[config.mk]
export PLATFORM = sky130hd
export DESIGN_NAME = acm_clock_config
export DESIGN_NICKNAME = d
export VERILOG_FILES = /design/src/hdl/acm_pkg.sv /design/src/hdl/acm_clock_config.sv /design/src/hdl/acm_mic_clk_gen.sv
export SDC_FILE = /design/constraint.sdc
export NUM_CORES = 1
export LEC_CHECK = 0
export ABC_AREA = 0
export BUFFER_PORTS_ARGS = -buffer_cell sky130_fd_sc_hd__buf_2
export CAP_MARGIN = 30
export CELL_PAD_IN_SITES_DETAIL_PLACEMENT = 0
export CELL_PAD_IN_SITES_GLOBAL_PLACEMENT = 2
export CORE_ASPECT_RATIO = 2
export CORE_MARGIN = 5
export CORE_UTILIZATION = 34
export CTS_CLUSTER_DIAMETER = 60
export DETAILED_ROUTE_END_ITERATION = 7
export GPL_TIMING_DRIVEN = 0
export HOLD_SLACK_MARGIN = 0.08
export PLACE_DENSITY = 0.92
export REMOVE_ABC_BUFFERS = 1
export SYNTH_ARGS = -nofsm -noshare
export SYNTH_HDL_FRONTEND = slang
export SYNTH_SLANG_ARGS = --single-unit
[constraint.sdc]
create_clock -name mclk_i -period 6.3 [get_ports mclk_i]
set_input_delay 1.26 -clock mclk_i [delete_from_list [all_inputs] [get_ports mclk_i]]
set_output_delay 1.26 -clock mclk_i [all_outputs]
set_load 0.1 [all_outputs]
[src/hdl/acm_pkg.sv]
// Shared constants, types and decoders for the audio clock and microphone configuration block.
package acm_pkg;

    localparam logic [7:0] CLOCK_SOURCE_CONFIG_OFFS = 8'h16;
    localparam logic [7:0] MIC_DIV_OFFS = 8'h1F;
    localparam logic [7:0] MIC_EDGE_OFFS = 8'h20;

    localparam logic [7:0] CLOCK_SOURCE_CONFIG_RESET = 8'h10;
    localparam logic [7:0] MIC_DIV_RESET = 8'h40;
    localparam logic [7:0] MIC_EDGE_RESET = 8'h00;

    localparam int ROOT_SEL_BIT = 7;
    localparam int FREQ_MODE_BIT = 6;
    localparam int RATIO_LSB = 3;
    localparam int INVERT_BIT = 1;
    localparam int DIV_LSB = 0;
    localparam int EDGE_BIT = 7;
    localparam logic [7:0] MIC_EDGE_RW_MASK = 8'hC0;

    localparam longint CLK_HZ = 100_000_000;
    localparam longint MIC_F48_DIV0_HZ = 3_072_000;
    localparam longint MIC_F48_DIV1_HZ = 1_536_000;
    localparam longint MIC_F48_DIV2_HZ = 768_000;
    localparam longint MIC_F48_DIV3_HZ = 6_144_000;
    localparam longint MIC_F44_DIV0_HZ = 2_822_400;
    localparam longint MIC_F44_DIV1_HZ = 1_411_200;
    localparam longint MIC_F44_DIV2_HZ = 705_600;
    localparam longint MIC_F44_DIV3_HZ = 5_644_800;

    // Half periods of the microphone clock in system cycles, rounded down.
    localparam logic [6:0] HALF_48_DIV0 = 7'(CLK_HZ / (2 * MIC_F48_DIV0_HZ));
    localparam logic [6:0] HALF_48_DIV1 = 7'(CLK_HZ / (2 * MIC_F48_DIV1_HZ));
    localparam logic [6:0] HALF_48_DIV2 = 7'(CLK_HZ / (2 * MIC_F48_DIV2_HZ));
    localparam logic [6:0] HALF_48_DIV3 = 7'(CLK_HZ / (2 * MIC_F48_DIV3_HZ));
    localparam logic [6:0] HALF_44_DIV0 = 7'(CLK_HZ / (2 * MIC_F44_DIV0_HZ));
    localparam logic [6:0] HALF_44_DIV1 = 7'(CLK_HZ / (2 * MIC_F44_DIV1_HZ));
    localparam logic [6:0] HALF_44_DIV2 = 7'(CLK_HZ / (2 * MIC_F44_DIV2_HZ));
    localparam logic [6:0] HALF_44_DIV3 = 7'(CLK_HZ / (2 * MIC_F44_DIV3_HZ));

    typedef struct packed {
        logic root_sel;
        logic freq_mode;
        logic [2:0] ratio_code;
        logic invert;
        logic [1:0] mic_div;
        logic edge_swap;
    } acm_cfg_t;

    typedef struct packed {
        logic ch1;
        logic ch2;
    } acm_mic_pair_t;

    function automatic logic [11:0] ratio_decode(input logic [2:0] code);
        case (code)
            3'h0: ratio_decode = 12'h040;
            3'h1: ratio_decode = 12'h100;
            3'h2: ratio_decode = 12'h180;
            3'h3: ratio_decode = 12'h200;
            3'h4: ratio_decode = 12'h300;
            3'h5: ratio_decode = 12'h400;
            3'h6: ratio_decode = 12'h600;
            default: ratio_decode = 12'h900;
        endcase
    endfunction : ratio_decode

    function automatic logic [14:0] freq_khz_decode(input logic [2:0] code);
        case (code)
            3'h0: freq_khz_decode = 15'h2EE0;
            3'h1: freq_khz_decode = 15'h3000;
            3'h2: freq_khz_decode = 15'h32C8;
            3'h3: freq_khz_decode = 15'h3E80;
            3'h4: freq_khz_decode = 15'h4B00;
            3'h5: freq_khz_decode = 15'h4CE0;
            3'h6: freq_khz_decode = 15'h5DC0;
            default: freq_khz_decode = 15'h6000;
        endcase
    endfunction : freq_khz_decode

    function automatic logic [6:0] mic_half_decode(input logic [1:0] div, input logic fam44);
        case ({fam44, div})
            3'h0: mic_half_decode = HALF_48_DIV0;
            3'h1: mic_half_decode = HALF_48_DIV1;
            3'h2: mic_half_decode = HALF_48_DIV2;
            3'h3: mic_half_decode = HALF_48_DIV3;
            3'h4: mic_half_decode = HALF_44_DIV0;
            3'h5: mic_half_decode = HALF_44_DIV1;
            3'h6: mic_half_decode = HALF_44_DIV2;
            default: mic_half_decode = HALF_44_DIV3;
        endcase
    endfunction : mic_half_decode

endpackage : acm_pkg

[src/hdl/acm_clock_config.sv]
// Audio root clock selection and microphone clock configuration block.
`timescale 1ns/100ps
module acm_clock_config (
    input wire logic mclk_i,
    input wire logic rst_i,
    input wire logic [7:0] reg_addr_i,
    input wire logic [7:0] reg_wdata_i,
    input wire logic reg_wr_i,
    input wire logic reg_rd_i,
    input wire logic auto_pll_disable_i,
    input wire logic rate_family_select_i,
    input wire logic [2:0] master_clock_freq_code_i,
    input wire logic master_mode_i,
    input wire logic bclk_i,
    input wire logic master_clk_pin_i,
    input wire logic mic_data_i,
    output logic [7:0] reg_rdata_o,
    output logic root_clock_o,
    output logic root_from_master_o,
    output logic master_clock_freq_mode_o,
    output logic [14:0] master_clock_khz_o,
    output logic [11:0] master_clock_ratio_o,
    output logic frame_sync_bclk_o,
    output logic mic_clock_o,
    output acm_pkg::acm_mic_pair_t mic_pair_o,
    output logic mic_ch1_valid_o,
    output logic mic_ch2_valid_o
);
    logic [7:0] clock_source_config_reg;
    logic [7:0] mic_div_reg;
    logic [7:0] mic_edge_reg;
    acm_pkg::acm_cfg_t cfg;
    logic [2:0] pin_meta_reg;
    logic [2:0] pin_sync_reg;
    logic bclk_s;
    logic mclk_s;
    logic data_s;
    logic [6:0] half;
    logic mic_clk;
    logic mic_rise;
    logic mic_fall;
    logic root_sel_eff;

    assign cfg = '{root_sel: clock_source_config_reg[acm_pkg::ROOT_SEL_BIT],
                   freq_mode: clock_source_config_reg[acm_pkg::FREQ_MODE_BIT],
                   ratio_code: clock_source_config_reg[acm_pkg::RATIO_LSB +: 3],
                   invert: clock_source_config_reg[acm_pkg::INVERT_BIT],
                   mic_div: mic_div_reg[acm_pkg::DIV_LSB +: 2],
                   edge_swap: mic_edge_reg[acm_pkg::EDGE_BIT]};
    assign bclk_s = pin_sync_reg[0];
    assign mclk_s = pin_sync_reg[1];
    assign data_s = pin_sync_reg[2];

    // Two-stage synchronisers for the pin inputs.
    genvar gi;
    generate
        for (gi = 0; gi < 3; gi++) begin : g_sync
            always_ff @(posedge mclk_i) begin
                if (rst_i) begin
                    pin_meta_reg[gi] <= 1'b0;
                    pin_sync_reg[gi] <= 1'b0;
                end else begin
                    pin_meta_reg[gi] <= (gi == 0) ? bclk_i : (gi == 1) ? master_clk_pin_i : mic_data_i;
                    pin_sync_reg[gi] <= pin_meta_reg[gi];
                end
            end
        end
    endgenerate

    // Register writes at the documented offsets.
    always_ff @(posedge mclk_i) begin
        if (rst_i) begin
            clock_source_config_reg <= acm_pkg::CLOCK_SOURCE_CONFIG_RESET;
            mic_div_reg <= acm_pkg::MIC_DIV_RESET;
            mic_edge_reg <= acm_pkg::MIC_EDGE_RESET;
        end else if (reg_wr_i) begin
            if (reg_addr_i == acm_pkg::CLOCK_SOURCE_CONFIG_OFFS) begin
                clock_source_config_reg <= reg_wdata_i;
            end
            if (reg_addr_i == acm_pkg::MIC_DIV_OFFS) begin
                mic_div_reg <= reg_wdata_i;
            end
            if (reg_addr_i == acm_pkg::MIC_EDGE_OFFS) begin
                mic_edge_reg <= reg_wdata_i & acm_pkg::MIC_EDGE_RW_MASK;
            end
        end
    end

    // Register reads, unmapped offsets return zero.
    always_ff @(posedge mclk_i) begin
        if (rst_i) begin
            reg_rdata_o <= 8'h00;
        end else if (reg_rd_i) begin
            unique case (reg_addr_i)
                acm_pkg::CLOCK_SOURCE_CONFIG_OFFS: reg_rdata_o <= clock_source_config_reg;
                acm_pkg::MIC_DIV_OFFS: reg_rdata_o <= mic_div_reg;
                acm_pkg::MIC_EDGE_OFFS: reg_rdata_o <= mic_edge_reg;
                default: reg_rdata_o <= 8'h00;
            endcase
        end
    end

    assign root_sel_eff = auto_pll_disable_i & cfg.root_sel;

    always_ff @(posedge mclk_i) begin
        if (rst_i) begin
            root_clock_o <= 1'b0;
            root_from_master_o <= 1'b0;
        end else begin
            root_from_master_o <= root_sel_eff;
            root_clock_o <= root_sel_eff ? mclk_s : bclk_s;
        end
    end

    always_ff @(posedge mclk_i) begin
        if (rst_i) begin
            master_clock_freq_mode_o <= 1'b0;
            master_clock_khz_o <= 15'h0000;
            master_clock_ratio_o <= 12'h000;
        end else begin
            master_clock_freq_mode_o <= cfg.freq_mode;
            master_clock_khz_o <= cfg.freq_mode ? 15'h0000
                                  : acm_pkg::freq_khz_decode(master_clock_freq_code_i);
            master_clock_ratio_o <= (cfg.freq_mode | root_sel_eff | master_mode_i)
                                    ? acm_pkg::ratio_decode(cfg.ratio_code) : 12'h000;
        end
    end

    always_ff @(posedge mclk_i) begin
        if (rst_i) begin
            frame_sync_bclk_o <= 1'b0;
        end else begin
            frame_sync_bclk_o <= bclk_s ^ (master_mode_i & cfg.invert);
        end
    end

    assign half = acm_pkg::mic_half_decode(cfg.mic_div, rate_family_select_i);

    acm_mic_clk_gen u_mic_clk (
        .mclk_i(mclk_i),
        .rst_i(rst_i),
        .half_i(half),
        .mic_clock_o(mic_clk),
        .rise_o(mic_rise),
        .fall_o(mic_fall)
    );

    always_ff @(posedge mclk_i) begin
        if (rst_i) begin
            mic_clock_o <= 1'b0;
        end else begin
            mic_clock_o <= mic_clk;
        end
    end

    always_ff @(posedge mclk_i) begin
        if (rst_i) begin
            mic_pair_o <= '0;
            mic_ch1_valid_o <= 1'b0;
            mic_ch2_valid_o <= 1'b0;
        end else begin
            mic_ch1_valid_o <= cfg.edge_swap ? mic_rise : mic_fall;
            mic_ch2_valid_o <= cfg.edge_swap ? mic_fall : mic_rise;
            if (cfg.edge_swap ? mic_rise : mic_fall) begin
                mic_pair_o.ch1 <= data_s;
            end
            if (cfg.edge_swap ? mic_fall : mic_rise) begin
                mic_pair_o.ch2 <= data_s;
            end
        end
    end

    property p_clock_source_config_write;
        @(posedge mclk_i) disable iff (rst_i)
        (reg_wr_i && reg_addr_i == acm_pkg::CLOCK_SOURCE_CONFIG_OFFS) ##1 (reg_rd_i && reg_addr_i
            == acm_pkg::CLOCK_SOURCE_CONFIG_OFFS && !reg_wr_i) |=> reg_rdata_o == $past(reg_wdata_i, 2);
    endproperty
    a_clock_source_config_write: assert property (p_clock_source_config_write) else $error("clock source readback");

    property p_edge_rsv_zero;
        @(posedge mclk_i) disable iff (rst_i)
        (reg_rd_i && reg_addr_i == acm_pkg::MIC_EDGE_OFFS) |=> reg_rdata_o[5:0] == 6'h00;
    endproperty
    a_edge_rsv_zero: assert property (p_edge_rsv_zero) else $error("reserved bits not zero");

    property p_root_select;
        @(posedge mclk_i) disable iff (rst_i)
        ##1 root_clock_o == ($past(auto_pll_disable_i && clock_source_config_reg[7]) ? $past(mclk_s)
            : $past(bclk_s));
    endproperty
    a_root_select: assert property (p_root_select) else $error("root clock source wrong");

    property p_ratio_top;
        @(posedge mclk_i) disable iff (rst_i)
        (clock_source_config_reg[5:3] == 3'h7 && clock_source_config_reg[6]) |=> master_clock_ratio_o == 12'h900;
    endproperty
    a_ratio_top: assert property (p_ratio_top) else $error("ratio 2304 not decoded");

    property p_freq_code;
        @(posedge mclk_i) disable iff (rst_i)
        (!clock_source_config_reg[6] && master_clock_freq_code_i == 3'h0) |=> master_clock_khz_o == 15'h2EE0;
    endproperty
    a_freq_code: assert property (p_freq_code) else $error("12 MHz code wrong");

    property p_invert;
        @(posedge mclk_i) disable iff (rst_i)
        (master_mode_i && clock_source_config_reg[1]) |=> frame_sync_bclk_o != $past(bclk_s);
    endproperty
    a_invert: assert property (p_invert) else $error("frame sync clock not inverted");

    property p_mic_div3;
        @(posedge mclk_i) disable iff (rst_i)
        (mic_div_reg[1:0] == 2'h3 && !rate_family_select_i) |-> half == 7'h08;
    endproperty
    a_mic_div3: assert property (p_mic_div3) else $error("6.144 MHz divider wrong");

    property p_mic_div0_44;
        @(posedge mclk_i) disable iff (rst_i)
        (mic_div_reg[1:0] == 2'h0 && rate_family_select_i) |-> half == 7'h11;
    endproperty
    a_mic_div0_44: assert property (p_mic_div0_44) else $error("2.8224 MHz divider wrong");

    property p_ch1_fall;
        @(posedge mclk_i) disable iff (rst_i)
        (!mic_edge_reg[7] && mic_fall) |=> mic_ch1_valid_o && mic_pair_o.ch1 == $past(data_s)
            && !mic_clock_o ##0 !mic_ch2_valid_o;
    endproperty
    a_ch1_fall: assert property (p_ch1_fall) else $error("channel 1 edge wrong");

    c_swap: cover property (@(posedge mclk_i) disable iff (rst_i) mic_edge_reg[7] && mic_rise);
    c_root_master: cover property (@(posedge mclk_i) disable iff (rst_i) root_from_master_o);
    c_div3: cover property (@(posedge mclk_i) disable iff (rst_i) mic_div_reg[1:0] == 2'h3);
    c_invert: cover property (@(posedge mclk_i) disable iff (rst_i) master_mode_i && cfg.invert);
endmodule : acm_clock_config

[src/hdl/acm_mic_clk_gen.sv]
// Microphone clock divider with edge pulses.
`timescale 1ns/100ps
module acm_mic_clk_gen (
    input wire logic mclk_i,
    input wire logic rst_i,
    input wire logic [6:0] half_i,
    output logic mic_clock_o,
    output logic rise_o,
    output logic fall_o
);
    logic [6:0] cnt_reg;
    logic last;

    assign last = (cnt_reg >= half_i - 7'h01);

    always_ff @(posedge mclk_i) begin
        if (rst_i) begin
            cnt_reg <= 7'h00;
        end else if (last) begin
            cnt_reg <= 7'h00;
        end else begin
            cnt_reg <= cnt_reg + 7'h01;
        end
    end

    always_ff @(posedge mclk_i) begin
        if (rst_i) begin
            mic_clock_o <= 1'b0;
            rise_o <= 1'b0;
            fall_o <= 1'b0;
        end else begin
            rise_o <= last & ~mic_clock_o;
            fall_o <= last & mic_clock_o;
            if (last) begin
                mic_clock_o <= ~mic_clock_o;
            end
        end
    end
endmodule : acm_mic_clk_gen

==> impl_metrics.toml <==
[power_and_ir_drop]
vdd_drop_max_mv = 0.2348
powerDensity_mw_per_mm2 = 325.6
leakagePower_nw = 1.702

[timing]
slew_viol_final = 0
hold_violations = 0
fmax_mhz = 313.2
rsz0062_at_grt = "false"
fin_crit_sh_pct = 50.68
setup_tns_ns = 0
skew_ns = 0.005103
finalCriticalPeriod_ns = 3.193
slew_headroom_pct = 40.70
holdWs_ns = 0.4354
setup_viol = 0
worstMarginPinSlew_ns = 0.8771

[synth]
synth_seq_area_share_pct = 47.91
async_reset_ff_share_pct = 0
yosysWarnings = 0
synth_top_area_cell = "dfxtp_1"
synth_area_leaders = "dfxtp_1 48%, mux2i_1 8.1%, nor2_1 6.5%"
synth_edf_count = 0
yosysTopAreaCellShare_pct = 47.91
post_synth_num_cell_types = 41
avgSynthCellArea_um2 = 9.567
syn_inst = 297
synth_seq_cells = 68
synthFlopType = "dfxtp_1"
syn-cell-area_mm2 = 0.002841

[drt]
wl_mm = 6.474
drt_iter0_drc = 72
detail_route.vias_per_cell = 4.710
wl_per_cell_um = 14.01
drtPass1Iterations = 4
drc = 0
via_count = 2176
final_antenna_net_count = 0

[die]
ios = 73
core_mm2 = 0.008233
dieHeight_um = 139.3
start_util_pct = 34.51
die-area_mm2 = 0.01040
num_rows = 47
die_x_um = 74.64

[clock_network]
cts_tree = "built"
clk_latency_ns = 0.33
cts.clk_slew.worst_paths_ns = 0.06
hold_buffers = 0
clockBufferDepth = 2
cts_max_level = 3
cts_num_sinks = 68
post_cts_resized = 0
cts_buffers = 9
root_buffer = "clkbuf_16"
postCtsSetupBuffers = 0

[min_path]
hold_class = "flip-flop to flip-flop"
min_path_cells = 1

[layout]
top_register = "master_clock_khz_o"
n_fill_cell = 835
area_growth_pct = 24.35
drive_gt1_share_pct = 23.90
fin_cells = 462
final_common_cell = "dfxtp_1"
diodes = 0
fin_nets = 401
layout_common_cells = "68 x dfxtp_1, 62 x buf_2, 49 x nor2_1"
largest_reg_flops = 11
fin_util_pct = 42.92

[run]
max-cap-violations = 0

[grt]
grt_max_degree = 39
gr-total-overflow = 0
grt_use_total_pct = 13.42
grt_antenna_before_repair = 0
grt_pass1_wl_mm = 10.71
first_global_vias = 2287

[setup_path]
critPathBufInv = 1
slowest_delay_ns = 0.37
cp_slowest_cell = "mux2_2"
crit_path_end_kind = "flip-flop"
arrival_ns = 3.41
path_cells = "buf_2 > nor2_1 > a211o_1 > nand3_1 > xor2_1 > ha_1 > and2_4 > a221o_1 > a31oi_2 > mux2_2"
crit_fanout = 7
critPathKind = "primary input to flip-flop"
cp_top_family = "compound AO/OA/AOI/OAI gates"
cp-start-kind = "primary input"
critical_path_depth = 10
reg2reg_depth = 11
critical_path_required_ns = 6.52

[placement]
io_buffers = 62
dp.cells = 446
place_congestion = 0.7564
dp_hpwl_mm = 4.857

[outcome]
status = "completed"
report_power, final:
group / leakage [nW] / internal (mW) / switching (mW)
sequential: 0.553 / 0.442 / 0.00490
clock: 0.167 / 0.387 / 0.185
combinational: 0.982 / 0.0261 / 0.105
total: 1.70 / 0.855 / 0.296
per-layer routing:
metal  track usage, %  wire length [um]  vias up
met4            6.191               125        0
met1            13.58              2449     1002
li1                 -                 -     1114
met5                0                 0        -
met2            23.67              3503       51
met3            4.621               396        9
area by class of cell:
cell class,instances,area (um^2),area share [%]
clock inverter,6,112.6,3.187
multi-input combinational,210,1368,38.70
inverter,8,30.03,0.8499
timing repair buffer,62,310.3,8.782
tap,98,122.6,3.470
sequential,68,1361,38.53
clock buffer,10,229.0,6.480
final timing paths:
| kind | from | to | slack (ns) |
|---|---|---|---|
| hold reg to reg | pin_meta_reg[2] | data_s | 0.44 |
| setup / recovery | rate_family_select_i | u_mic_clk.mic_clock_o | 3.11 |
| setup reg to reg | mic_div_reg[0] | u_mic_clk.mic_clock_o | 3.28 |
| hold / removal | pin_meta_reg[2] | data_s | 0.44 |
synthesized netlist by cell type, types with 2 or more instances:
master,number
nor2b_1,12
inv_1,8
and2_1,2
a21oi_1,4
a211oi_1,2
dfxtp_1,68
nor3_1,5
clkbuf_1,7
nand3_1,6
mux2_2,2
and3_1,2
a22o_1,2
mux2i_1,23
nor4_1,3
nor2_1,49
nand2_1,23
buf_2,3
buf_4,10
o21ai_0,10
ha_1,13
a22oi_1,8
xnor2_1,8
nand4_1,2
xor2_1,8
kinds of logic (layout without fill, tap and decap cells):
| kind of cell | count (synthesis) | count (layout) | share of synthesized area [%] |
|---|---|---|---|
| and+or+nand+nor | 112 | 112 | 18.76 |
| DFF | 68 | 68 | 47.91 |
| AOI/OAI and AO/OA | 34 | 34 | 8.499 |
| buffers and inverters | 28 | 86 | 5.152 |
| muxes | 25 | 25 | 8.895 |
| xor gates and xnor gates | 16 | 16 | 4.932 |
| adders and majority gates | 13 | 13 | 5.724 |
| other | 1 | 10 | 0.1320 |
per-stage QoR:
step	instance area, um^2	setup slack, ns	power, mW
global route	3533	2.998	1.193
global placement	3192	2.792	0.5863
finish	3533	3.107	1.150
floorplan	2759	3.118	0.5559
CTS	3533	3.110	1.159
detailed placement	3192	2.764	0.5877
worst register-to-register path: stages (launching register included):
cell,delay (ns)
dfxtp_1,0.50
inv_1,0.11
ha_1,0.27
inv_1,0.11
a21boi_0,0.10
nor3_1,0.26
xnor2_1,0.17
ha_1,0.26
a21o_1,0.16
a221o_1,0.34
a31oi_2,0.27
mux2_2,0.37
No activity file was read; power rests on OpenSTA's default activity.
